[config.mk]
export PLATFORM = sky130hd
export DESIGN_NAME = rdsc_host_flat
export DESIGN_NICKNAME = d
export VERILOG_FILES = /design/src/core/rdsc_pkg.sv /design/src/core/rdsc_if.sv /design/src/core/rdsc_host.sv /design/src/flat_wrapper.sv
export VERILOG_INCLUDE_DIRS = /design/src /design/src/core
export SDC_FILE = /design/constraint.sdc
export NUM_CORES = 1
export LEC_CHECK = 0
export BUFFER_PORTS_ARGS = -buffer_cell sky130_fd_sc_hd__buf_2
export CAP_MARGIN = 10
export CORE_MARGIN = 2
export CORE_UTILIZATION = 58
export CTS_CLUSTER_SIZE = 8
export DETAILED_ROUTE_END_ITERATION = 10
export GPL_TIMING_DRIVEN = 0
export HOLD_SLACK_MARGIN = 0.05
export PLACE_DENSITY = 0.88
export SETUP_SLACK_MARGIN = 0.3
export SYNTH_ARGS = -nofsm -noshare
export SYNTH_HDL_FRONTEND = slang
export SYNTH_SLANG_ARGS = --single-unit
[constraint.sdc]
create_clock -name I_SYS_CLK -period 3.1 [get_ports I_SYS_CLK]
set_input_delay 0.155 -clock I_SYS_CLK [delete_from_list [all_inputs] [get_ports I_SYS_CLK]]
set_output_delay 0.155 -clock I_SYS_CLK [all_outputs]
set_load 0.01 [all_outputs]
[src/core/rdsc_map.svh]
`ifndef RDSC_MAP_SVH
`define RDSC_MAP_SVH
// system clock period
`define RDSC_SYS_PERIOD_NS 50
// word length on the link
`define RDSC_WORD_BITS 8
// chip select low to first serial clock edge, least
`define RDSC_LEAD_NS 10
`define RDSC_LEAD_CYC ((`RDSC_LEAD_NS + `RDSC_SYS_PERIOD_NS - 1) / `RDSC_SYS_PERIOD_NS)
// last serial clock fall to chip select high, least
`define RDSC_TAIL_NS 80
`define RDSC_TAIL_CYC ((`RDSC_TAIL_NS + `RDSC_SYS_PERIOD_NS - 1) / `RDSC_SYS_PERIOD_NS)
// idle gap between two words, least
`define RDSC_GAP_NS 170
`define RDSC_GAP_CYC ((`RDSC_GAP_NS + `RDSC_SYS_PERIOD_NS - 1) / `RDSC_SYS_PERIOD_NS)
// half period of the serial clock made by the host
`define RDSC_HALF_NS 200
`define RDSC_HALF_CYC ((`RDSC_HALF_NS + `RDSC_SYS_PERIOD_NS - 1) / `RDSC_SYS_PERIOD_NS)
// least spacing of two register rewrites (twice 5 kHz)
`define RDSC_SPACING_US 100
`define RDSC_SPACING_CYC ((`RDSC_SPACING_US * 1000 + `RDSC_SYS_PERIOD_NS - 1) / `RDSC_SYS_PERIOD_NS)
// host register byte offsets
`define RDSC_REG_TXDATA 12'h000
`define RDSC_REG_CFG 12'h004
`define RDSC_REG_STATUS 12'h008
// field positions
`define RDSC_CFG_FORCE_BIT 0
`define RDSC_STAT_BUSY_BIT 0
`define RDSC_STAT_CNT_LSB 8
// reset value of the output control register
`define RDSC_OUT_RESET 8'h00
// synchroniser reset levels: lane 0 is chip select, idle high
`define RDSC_SYNC_IDLE 4'h1
`endif

[src/core/rdsc_pkg.sv]
package rdsc_pkg;
  // one serial word
  typedef logic [7:0] rdsc_word_t;
  // receiver states, gray along idle -> shift -> latch
  typedef enum logic [1:0] {
    RDSC_DEV_IDLE  = 2'b00,
    RDSC_DEV_SHIFT = 2'b01,
    RDSC_DEV_LATCH = 2'b11
  } rdsc_dev_state_t;
  // sender states, gray on every step of the frame path except high -> tail and gap -> idle
  typedef enum logic [2:0] {
    RDSC_HST_IDLE = 3'b000,
    RDSC_HST_LEAD = 3'b001,
    RDSC_HST_HIGH = 3'b011,
    RDSC_HST_LOW  = 3'b010,
    RDSC_HST_TAIL = 3'b110,
    RDSC_HST_GAP  = 3'b111
  } rdsc_hst_state_t;
endpackage

[src/core/rdsc_if.sv]
`timescale 1ns/1ps
// ---------------------------------------------
// serial link between host and relay driver
// ---------------------------------------------
interface rdsc_if;
  logic chip_select_n;     // active low frame select
  logic serial_clk;        // clock made by the host, idles low
  logic serial_data;       // data, msb first
  logic low_side_output_1_force_enable; // forces output 1 on when high
  // relay driver end
  modport dev (
    input chip_select_n,
    input serial_clk,
    input serial_data,
    input low_side_output_1_force_enable
  );
  // host end
  modport hst (
    output chip_select_n,
    output serial_clk,
    output serial_data,
    output low_side_output_1_force_enable
  );
endinterface

[src/core/rdsc_host.sv]
// The implementer's own choices: the APB register port and the placing of the registers.
`timescale 1ns/1ps
// ---------------------------------------------
// host end: apb slave that sends words on the link
// ---------------------------------------------
module rdsc_host
  import rdsc_pkg::*;
(
  input  wire logic        I_SYS_CLK,
  input  wire logic        I_ARST_N,
  input  wire logic        I_PSEL,
  input  wire logic        I_PENABLE,
  input  wire logic        I_PWRITE,
  input  wire logic [11:0] I_PADDR,
  input  wire logic [31:0] I_PWDATA,
  output logic      [31:0] O_PRDATA,
  output logic             O_PREADY,
  output logic             O_PSLVERR,
  rdsc_if.hst              LINK
);
`include "rdsc_map.svh"

  // address decode, used for both error and read data
  function automatic logic is_mapped(input logic [11:0] a);
    is_mapped = (a == `RDSC_REG_TXDATA) || (a == `RDSC_REG_CFG) || (a == `RDSC_REG_STATUS);
  endfunction

  rdsc_hst_state_t state_q;   // frame sequencer
  rdsc_word_t      tx_q;      // word waiting or in flight
  rdsc_word_t      shift_q;   // bits still to send
  logic            pend_q;    // word written, not yet started
  logic            force_q;   // force enable level
  logic [11:0]     timer_q;   // cycles spent in current state
  logic [11:0]     space_q;   // cycles since last frame start
  logic [3:0]      bits_q;    // bits sent in this frame
  logic [7:0]      frames_q;  // frames sent, wraps
  logic            busy;      // frame pending or in progress
  logic            wr_acc;    // write access phase
  logic            start;     // frame starts this cycle

  // ---------------------------------------------
  // apb slave
  // ---------------------------------------------
  assign wr_acc    = I_PSEL & I_PENABLE & I_PWRITE;
  assign O_PREADY  = 1'b1; // no wait states
  assign O_PSLVERR = I_PSEL & I_PENABLE & ~is_mapped(I_PADDR);
  assign busy      = pend_q | (state_q != RDSC_HST_IDLE);

  // read data is set up during the setup phase
  always_ff @(posedge I_SYS_CLK or negedge I_ARST_N) begin
    if (!I_ARST_N) begin
      O_PRDATA <= 32'h0000_0000;
    end else if (I_PSEL && !I_PENABLE) begin
      O_PRDATA <= 32'h0000_0000;
      if (I_PADDR == `RDSC_REG_TXDATA) begin
        O_PRDATA[7:0] <= tx_q;
      end else if (I_PADDR == `RDSC_REG_CFG) begin
        O_PRDATA[`RDSC_CFG_FORCE_BIT] <= force_q;
      end else if (is_mapped(I_PADDR)) begin
        O_PRDATA[`RDSC_STAT_BUSY_BIT] <= busy;
        O_PRDATA[`RDSC_STAT_CNT_LSB +: 8] <= frames_q;
      end
    end
  end

  // writes: a word written while busy is dropped, so a
  // frame never changes under the shifter
  always_ff @(posedge I_SYS_CLK or negedge I_ARST_N) begin
    if (!I_ARST_N) begin
      tx_q    <= 8'h00;
      pend_q  <= 1'b0;
      force_q <= 1'b0;
    end else begin
      if (start) begin
        pend_q <= 1'b0;
      end
      if (wr_acc && I_PADDR == `RDSC_REG_TXDATA && !busy) begin
        tx_q   <= I_PWDATA[7:0];
        pend_q <= 1'b1;
      end
      if (wr_acc && I_PADDR == `RDSC_REG_CFG) begin
        force_q <= I_PWDATA[`RDSC_CFG_FORCE_BIT];
      end
    end
  end

  // ---------------------------------------------
  // frame sequencer
  // ---------------------------------------------
  // rewrite spacing
  // starts are held off until 100 us after the last one
  assign start = pend_q && (state_q == RDSC_HST_IDLE) && (space_q >= 12'(`RDSC_SPACING_CYC));

  // spacing counter saturates so an old start never wraps
  always_ff @(posedge I_SYS_CLK or negedge I_ARST_N) begin
    if (!I_ARST_N) begin
      space_q <= 12'(`RDSC_SPACING_CYC);
    end else if (start) begin
      space_q <= 12'h000;
    end else if (space_q < 12'(`RDSC_SPACING_CYC)) begin
      space_q <= space_q + 12'h001;
    end
  end

  // link pins come straight from flops
  always_ff @(posedge I_SYS_CLK or negedge I_ARST_N) begin
    if (!I_ARST_N) begin
      state_q                <= RDSC_HST_IDLE;
      timer_q                <= 12'h000;
      bits_q                 <= 4'h0;
      shift_q                <= 8'h00;
      frames_q               <= 8'h00;
      LINK.chip_select_n     <= 1'b1;
      LINK.serial_clk        <= 1'b0;
      LINK.serial_data       <= 1'b0;
      LINK.low_side_output_1_force_enable <= 1'b0;
    end else begin
      LINK.low_side_output_1_force_enable <= force_q;
      timer_q                <= timer_q + 12'h001;
      case (state_q)
        RDSC_HST_IDLE: begin
          LINK.serial_clk <= 1'b0;
          if (start) begin
            LINK.chip_select_n <= 1'b0;
            LINK.serial_data   <= tx_q[7];
            shift_q            <= {tx_q[6:0], 1'b0};
            bits_q             <= 4'h0;
            timer_q            <= 12'h001;
            state_q            <= RDSC_HST_LEAD;
          end
        end
        RDSC_HST_LEAD: begin
          if (timer_q >= 12'(`RDSC_LEAD_CYC)) begin
            LINK.serial_clk <= 1'b1;
            timer_q         <= 12'h001;
            state_q         <= RDSC_HST_HIGH;
          end
        end
        RDSC_HST_HIGH: begin
          if (timer_q >= 12'(`RDSC_HALF_CYC)) begin
            // data moves on the falling edge, far from sampling
            LINK.serial_clk  <= 1'b0;
            LINK.serial_data <= shift_q[7];
            shift_q          <= {shift_q[6:0], 1'b0};
            bits_q           <= bits_q + 4'h1;
            timer_q          <= 12'h001;
            if (bits_q == 4'(`RDSC_WORD_BITS - 1)) begin
              state_q <= RDSC_HST_TAIL;
            end else begin
              state_q <= RDSC_HST_LOW;
            end
          end
        end
        RDSC_HST_LOW: begin
          if (timer_q >= 12'(`RDSC_HALF_CYC)) begin
            LINK.serial_clk <= 1'b1;
            timer_q         <= 12'h001;
            state_q         <= RDSC_HST_HIGH;
          end
        end
        RDSC_HST_TAIL: begin
          if (timer_q >= 12'(`RDSC_TAIL_CYC)) begin
            LINK.chip_select_n <= 1'b1;
            frames_q           <= frames_q + 8'h01;
            timer_q            <= 12'h001;
            state_q            <= RDSC_HST_GAP;
          end
        end
        RDSC_HST_GAP: begin
          if (timer_q >= 12'(`RDSC_GAP_CYC)) begin
            state_q <= RDSC_HST_IDLE;
          end
        end
        default: begin
          LINK.chip_select_n <= 1'b1;
          LINK.serial_clk    <= 1'b0;
          state_q            <= RDSC_HST_IDLE;
        end
      endcase
    end
  end
endmodule

[src/flat_wrapper.sv]
// flat-port wrapper written by rule: the top's interface ports become plain ports
module rdsc_host_flat import rdsc_pkg::*;
  (I_SYS_CLK, I_ARST_N, I_PSEL, I_PENABLE, I_PWRITE, I_PADDR, I_PWDATA, O_PRDATA, O_PREADY, O_PSLVERR, LINK_chip_select_n, LINK_serial_clk, LINK_serial_data, LINK_low_side_output_1_force_enable);
  rdsc_if LINK_i ();
  input  wire logic I_SYS_CLK;
  input  wire logic I_ARST_N;
  input  wire logic I_PSEL;
  input  wire logic I_PENABLE;
  input  wire logic I_PWRITE;
  input  wire logic [11:0] I_PADDR;
  input  wire logic [31:0] I_PWDATA;
  output logic      [31:0] O_PRDATA;
  output logic O_PREADY;
  output logic O_PSLVERR;
  output wire logic [$bits(LINK_i.chip_select_n)-1:0] LINK_chip_select_n;
  output wire logic [$bits(LINK_i.serial_clk)-1:0] LINK_serial_clk;
  output wire logic [$bits(LINK_i.serial_data)-1:0] LINK_serial_data;
  output wire logic [$bits(LINK_i.low_side_output_1_force_enable)-1:0] LINK_low_side_output_1_force_enable;
  assign LINK_chip_select_n = LINK_i.chip_select_n;
  assign LINK_serial_clk = LINK_i.serial_clk;
  assign LINK_serial_data = LINK_i.serial_data;
  assign LINK_low_side_output_1_force_enable = LINK_i.low_side_output_1_force_enable;
  rdsc_host u_core (.I_SYS_CLK(I_SYS_CLK), .I_ARST_N(I_ARST_N), .I_PSEL(I_PSEL), .I_PENABLE(I_PENABLE), .I_PWRITE(I_PWRITE), .I_PADDR(I_PADDR), .I_PWDATA(I_PWDATA), .O_PRDATA(O_PRDATA), .O_PREADY(O_PREADY), .O_PSLVERR(O_PSLVERR), .LINK(LINK_i));
endmodule
After elaboration in Yosys (flattened, before gate mapping)
Index checks and enable logic that the tools add are counted.
{ "totals": {"register_bits": 77, "in_bits": 49, "out_inout_bits": 38, "wordCells": 107} }
{ "classes": {"addsub": 4, "order_cmp": 5, "n_eq_ne": 14, "muxes": 39, "bitwise": 7, "reduce_logical": 24} }
{ "ops": {"columns": ["operator", "n"], "rows": [
  ["two-way mux 12 bit", 6],
  ["one-hot mux 12 bit (4 select lines)", 1],
  ["two-way mux 8 bit", 5],
  ["adder 12 x 1 -> 12 bit (second input constant)", 2],
  ["two-way mux 3 bit", 7],
  ["one-hot mux 3 bit (6 select lines)", 1],
  ["one-hot mux 8 bit (2 select lines)", 1],
  ["equality test 12 x 3 -> 1 bit (second input constant)", 1],
  ["equality test 12 x 4 -> 1 bit (second input constant)", 1],
  ["greater-or-equal comparator 12 x 1 -> 1 bit (second input constant)", 1],
  ["greater-or-equal comparator 12 x 11 -> 1 bit (second input constant)", 1],
  ["greater-or-equal comparator 12 x 2 -> 1 bit (second input constant)", 1],
  ["greater-or-equal comparator 12 x 3 -> 1 bit (second input constant)", 1],
  ["logical NOT 12 bit", 1],
  ["less-than comparator 12 x 11 -> 1 bit (second input constant)", 1],
  ["inequality test 2 x 1 -> 1 bit (second input constant)", 6],
  ["two-way mux 1 bit", 11],
  ["adder 8 x 1 -> 8 bit (second input constant)", 1],
  ["two-way mux 4 bit", 2],
  ["one-hot mux 4 bit (2 select lines)", 1],
  ["two-way mux 7 bit", 1],
  ["equality test 3 x 2 -> 1 bit (second input constant)", 2],
  ["equality test 3 bit (second input constant)", 2],
  ["logical AND 1 bit", 6],
  ["other kinds (20)", 30]
]} }

Logic depth before layout (Yosys ltp)
{ "depth": {"word_depth": 6, "mapped_depth": 7, "ltp_nobuf": 6} }

Least setup slack after synthesis
OpenSTA, ideal clock, no wires.
{ "synth_path": {"path_type": "register to register", "start": "reg u_core.timer_q[6]", "end": "reg u_core.timer_q[0]", "setup_ns": 0.126, "t_arrival_ns": 1.980, "required_time_ns": 2.974, "path_slack_ns": 0.994, "stages_incl_launch_ff": 6, "path_buffers": 1, "period_less_slack_ns": 2.106, "cell_sequence": "dfrtp_1 or4_4 or3_1 clkbuf_2 a22o_1 o32a_1"} }
{ "synth_between": {"elab_chain_cells": 3, "elab_cells_between_ends": 7, "classes_between": "order compare (3); mux (4)"} }
{ "synth_lines": {"columns": ["item", "line_no", "source"], "rows": [
  ["from (decl)", "rdsc_host.sv:33", "logic [11:0] timer_q;"],
  ["from (signal assigned)", "rdsc_host.sv:119", "timer_q <= timer_q + 12'h001;"],
  ["greater-or-equal comparator 12 x 2 -> 1 bit (tied with other cells)", "rdsc_host.sv:162", "if (timer_q >= 12'(`RDSC_TAIL_CYC)) begin"],
  ["two-way mux 12 bit (on tied branches)", null, null],
  ["one-hot mux 12 bit (4 select lines) *", "rdsc_host.sv:120", "case (state_q)"]
]} }
Every way passes the cells marked *; elsewhere a longest branch is shown, timed or not.
A chain may end at the register's enable or synchronous reset.

Worst setup path after layout
{ "layout_path": {"start": "reg u_core.space_q[5]", "end": "reg u_core.space_q[8]"} }
{ "layout_between": {"elab_chain_cells": 3, "elab_cells_between_ends": 7, "classes_between": "add/sub (1); order compare (2); mux (2); reduce/logical (2)"} }
{ "layout_lines": {"columns": ["item", "line_no", "source"], "rows": [
  ["from (decl)", "rdsc_host.sv:34", "logic [11:0] space_q;"],
  ["from (signal assigned)", "rdsc_host.sv:97", "space_q <= 12'(`RDSC_SPACING_CYC);"],
  ["from (signal assigned)", "rdsc_host.sv:101", "space_q <= space_q + 12'h001;"],
  ["adder 12 x 1 -> 12 bit / greater-or-equal comparator 12 x 11 -> 1 bit (equally long branches)", "rdsc_host.sv:101, rdsc_host.sv:92", null],
  ["two-way mux 12 bit / logical AND 1 bit (equally long branches)", "rdsc_host.sv:100, rdsc_host.sv:92", null],
  ["two-way mux 12 bit / nonzero test 2 bit (equally long branches)", null, null]
]} }
Several ways; a longest one is shown, not always the timed one. The select of a mux whose other input is x is not followed.

==> load_flow_metrics.sql <==
INSERT INTO impl_metrics (metric_group, metric, value, unit) VALUES
('timing', 'timing.final.hold_violations', '0', ''),
('critical_path', 'critical_path_buf_inv_count', '2', ''),
('timing', 'timing.slew.headroom', '27.0', '%'),
('yosys', 'synth_top_cell_by_area', 'sky130_fd_sc_hd__dfrtp_1', ''),
('critical_path', 'worst-endpoint-required', '3.37', 'ns'),
('clock_network', 'clock_tree_from_tritoncts', 'yes', ''),
('status', 'status', 'finished clean', ''),
('yosys', 'postSynthAreaPerCell', '10.7', 'um^2'),
('power_and_ir_drop', 'pd_cells', '427', 'mW/mm^2'),
('route', 'wl_per_cell', '15.1', 'um'),
('final_layout', 'final.fill_count', '439', ''),
('global_routing', 'antenna_found_initial', '0', ''),
('final_layout', 'drive_above_1_share', '25.2', '%'),
('yosys', 'postSynthRegisterBits', '76', ''),
('power_and_ir_drop', 'max_ir_drop_vdd', '0.000314', 'V'),
('global_routing', 'grt_util_all_layers', '22.9', '%'),
('global_routing', 'largest_net_degree_at_the_start_of_global_routing', '77', ''),
('clock_network', 'numClockSinks', '76', ''),
('final_layout', 'syn_to_final_growth', '17.4', '%'),
('route', 'via_count', '2993', ''),
('yosys', 'synth.yosys.warnings', '0', ''),
('yosys', 'sequential_fraction_of_the_synthesis_area', '49.9', '%'),
('floorplanning', 'fp.dieArea', '0.00727', 'mm^2'),
('floorplanning', 'core_outline_area', '0.00635', 'mm^2'),
('timing', 'finalClockSkew', '0.0115', 'ns'),
('clock_network', 'cts-buffers-inserted', '9', ''),
('floorplanning', 'dieWidth', '85.2', 'um'),
('placed_design', 'detailed_place_hpwl', '5250', 'um'),
('final_layout', 'final_core_util', '70.8', '%'),
('critical_path', 'kind_of_cell_adding_the_most_delay_to_the_critical_path', 'compound AO/OA/AOI/OAI gates', ''),
('global_routing', 'number_of_global_route_vias_before_repair', '2846', ''),
('floorplanning', 'ios', '87', ''),
('critical_path', 'timing.critical_path.to_type', 'register', ''),
('critical_path', 'timing.critical_path.depth', '6', ''),
('route', 'drt-pass1-iter-count', '4', ''),
('timing', 'layout_min_cycle_time', '2.37', 'ns'),
('hold_path', 'min_delay_path_depth', '2', ''),
('floorplanning', 'floorplan.die.height', '85.2', 'um'),
('timing', 'final-max-slew-violation-count', '0', ''),
('floorplanning', 'start_util', '60.3', '%'),
('yosys', 'yosys.area.top_type_share', '45.1', '%'),
('yosys', 'synth_cell_types', '51', ''),
('route', 'routed_wl', '7800', 'um'),
('timing', 'timing.fmax', '0.422', 'GHz'),
('placed_design', 'finalWeightedCongestion', '0.833', ''),
('clock_network', 'post-cts-setup-buffers', '0', ''),
('critical_path', 'critical_path_arrival', '2.64', 'ns'),
('clock_network', 'post_cts_hold_buffer_count', '5', ''),
('route', 'drt_iter0_drc', '209', ''),
('timing', 'transition_time_of_the_tightest_slew_check_pin', '1.09', 'ns'),
('critical_path', 'cp_max_fo', '10', ''),
('global_routing', 'grt_pass1_wl', '13300', 'um'),
('route', 'final_antenna_net_count', '0', ''),
('timing', 'fin_crit_sh', '76.4', '%'),
('critical_path', 'path_cells', 'o21a_1, a21oi_1, clkbuf_1, clkbuf_1, o21ai_0, a31oi_1', ''),
('critical_path', 'critPathSlowestCell', 'sky130_fd_sc_hd__dfrtp_1', ''),
('placed_design', 'port_buffers', '45', ''),
('critical_path', 'logic_depth_of_the_worst_register_to_register_path', '6', ''),
('clock_network', 'worst_setup_hold_path_clk_slew', '0.08', 'ns'),
('critical_path', 'timing.setup.critical_path_class', 'reg -> reg', ''),
('route', 'route.detailed.drc', '0', ''),
('timing', 'final_setup_fails', '0', ''),
('yosys', 'synth_top_cells_by_area', 'sky130_fd_sc_hd__dfrtp_1 (45%), sky130_fd_sc_hd__dfstp_2 (4.8%), sky130_fd_sc_hd__a22o_1 (3.9%)', ''),
('clock_network', 'clockBufferDepth', '2', ''),
('yosys', 'leading_register_cell_type_out_of_synthesis', 'sky130_fd_sc_hd__dfrtp_1', ''),
('final_layout', 'num-nets-final', '493', ''),
('timing', 'rsz_0062_raised_after_global_routing', 'no', ''),
('clock_network', 'cts.htree.levels', '3', ''),
('timing', 'finalSetupTns', '0', 'ns'),
('yosys', 'ys_async_sr_fraction', '100', '%'),
('yosys', 'postSynthCellCount', '359', '');
==> power by group <==
part	internal [mW]	switching, mW	leakage [nW]
registers	0.991	0.0000192	1.01
clock network	0.478	0.371	0.106
logic	0.0330	0.0450	1.09
==> registers in the layout, summed over array words and instances (netlist names), named ones only <==
| name | count |
|---|---|
| u_core.O_PRDATA | 16 |
| u_core.state_q | 2 |
| u_core.shift_q | 7 |
| u_core.pend_q | 1 |
| u_core.LINK.serial_data | 1 |
| u_core.timer_q | 12 |
| u_core.LINK.chip_select_n | 1 |
| u_core.LINK.low_side_output_1_force_enable | 1 |
| u_core.space_q | 12 |
| u_core.tx_q | 8 |
| u_core.frames_q | 8 |
| u_core.bits_q | 4 |
| u_core.force_q | 1 |
| u_core.LINK.serial_clk | 1 |
==> worst reg2reg max path: stages (launching register included) <==
cell and delay (ns):
sky130_fd_sc_hd__dfrtp_1 0.44, sky130_fd_sc_hd__o21a_1 0.24, sky130_fd_sc_hd__a21oi_1 0.41, sky130_fd_sc_hd__clkbuf_1 0.44, sky130_fd_sc_hd__clkbuf_1 0.41, sky130_fd_sc_hd__o21ai_0 0.17, sky130_fd_sc_hd__a31oi_1 0.20
==> cells in the mapped netlist (5+ instances only) <==
| master | count |
|---|---|
| sky130_fd_sc_hd__mux2_2 | 11 |
| sky130_fd_sc_hd__inv_1 | 13 |
| sky130_fd_sc_hd__nor2_1 | 12 |
| sky130_fd_sc_hd__xor2_1 | 16 |
| sky130_fd_sc_hd__dfrtp_1 | 69 |
| sky130_fd_sc_hd__nor3_1 | 5 |
| sky130_fd_sc_hd__nand4_1 | 6 |
| sky130_fd_sc_hd__a31oi_1 | 7 |
| sky130_fd_sc_hd__a22o_1 | 17 |
| sky130_fd_sc_hd__a21oi_1 | 15 |
| sky130_fd_sc_hd__or3_1 | 11 |
| sky130_fd_sc_hd__o221a_2 | 7 |
| sky130_fd_sc_hd__clkbuf_1 | 15 |
| sky130_fd_sc_hd__mux2i_1 | 8 |
| sky130_fd_sc_hd__buf_4 | 17 |
| sky130_fd_sc_hd__nand2b_1 | 5 |
| sky130_fd_sc_hd__nand2_1 | 25 |
| sky130_fd_sc_hd__o21ai_0 | 15 |
| sky130_fd_sc_hd__dfstp_2 | 7 |
| sky130_fd_sc_hd__ha_1 | 8 |
| sky130_fd_sc_hd__nand3_1 | 14 |
==> layout make-up <==
type	instances	area, um^2	area share [%]
flip-flops and latches	76	1910	42.5
multi-input cells	252	1740	38.6
repair buffers	51	288	6.40
plain buffers	33	189	4.20
clock buffers	11	141	3.15
well taps	77	96.3	2.14
clock inverters	5	83.8	1.87
inverters	13	48.8	1.09
==> through the flow <==
step | instances | hold slack [ns] | power, mW | area (um^2) | setup slack, ns
2_1_floorplan | 374 | -0.141 | 1.04 | 3880 | 0.994
3_3_place_gp | 496 | 0.381 | 1.08 | 4210 | 0.799
3_5_place_dp | 496 | 0.355 | 1.08 | 4210 | 0.769
4_1_cts | 517 | 0.0503 | 1.92 | 4480 | 0.746
5_1_grt | 518 | 0.0546 | 1.99 | 4490 | 0.508
6_report | 518 | 0.0575 | 1.92 | 4490 | 0.730
==> kinds of logic (layout without fill, tap and decap cells) <==
kind of cell / count (synthesis) / after routing / synth area share (%)
adders and majority gates: 8 / 8 / 2.62
AOI/OAI and AO/OA: 80 / 80 / 15.0
DFF: 76 / 76 / 49.9
xor gates and xnor gates: 19 / 19 / 4.35
other: 2 / 17 / 0.196
muxes: 19 / 19 / 5.33
buffers and inverters: 46 / 113 / 6.21
and+or+nand+nor: 109 / 109 / 16.3
==> worst paths after layout <==
path | startpoint | end | slack [ns]
max in group asynchronous | I_ARST_N | u_core.state_q[2]$_DFFE_PN0P_ | 2.03
min in group asynchronous | I_ARST_N | u_core.space_q[5]$_DFFE_PN0P_ | 0.50
setup / recovery | u_core.space_q[5]$_DFFE_PN0P_ | u_core.space_q[8]$_DFFE_PN1P_ | 0.73
hold reg to reg | u_core.force_q$_DFFE_PN0P_ | u_core.LINK.low_side_output_1_force_enable$_DFF_PN0_ | 0.40
setup reg to reg | u_core.space_q[5]$_DFFE_PN0P_ | u_core.space_q[8]$_DFFE_PN1P_ | 0.73
hold / removal | I_PWDATA[0] | u_core.tx_q[0]$_DFFE_PN0P_ | 0.06
==> per-layer routing <==
metal	up-vias	wire length, um	part of all wire [%]	track usage, %
met2	92	3730	48	36.1
met5	-	0	0	0
met3	16	387	5.0	2.43
li1	1424	-	-	-
met4	0	163	2.1	10.4
met1	1461	3510	45	32.2
==> cell usage in the layout (no fill, tap or decap), types with 10 or more instances in the layout <==
master | netlist | layout
sky130_fd_sc_hd__a21oi_1 | 15 | 15
sky130_fd_sc_hd__a22o_1 | 17 | 17
sky130_fd_sc_hd__buf_2 | 0 | 44
sky130_fd_sc_hd__buf_4 | 17 | 18
sky130_fd_sc_hd__clkbuf_1 | 15 | 16
sky130_fd_sc_hd__clkbuf_8 | 0 | 10
sky130_fd_sc_hd__conb_1 | 2 | 17
sky130_fd_sc_hd__dfrtp_1 | 69 | 69
sky130_fd_sc_hd__inv_1 | 13 | 13
sky130_fd_sc_hd__mux2_2 | 11 | 11
sky130_fd_sc_hd__nand2_1 | 25 | 25
sky130_fd_sc_hd__nand3_1 | 14 | 14
sky130_fd_sc_hd__nor2_1 | 12 | 12
sky130_fd_sc_hd__o21ai_0 | 15 | 15
sky130_fd_sc_hd__or3_1 | 11 | 11
sky130_fd_sc_hd__xor2_1 | 16 | 16
Power figures use the tool's default switching activity.
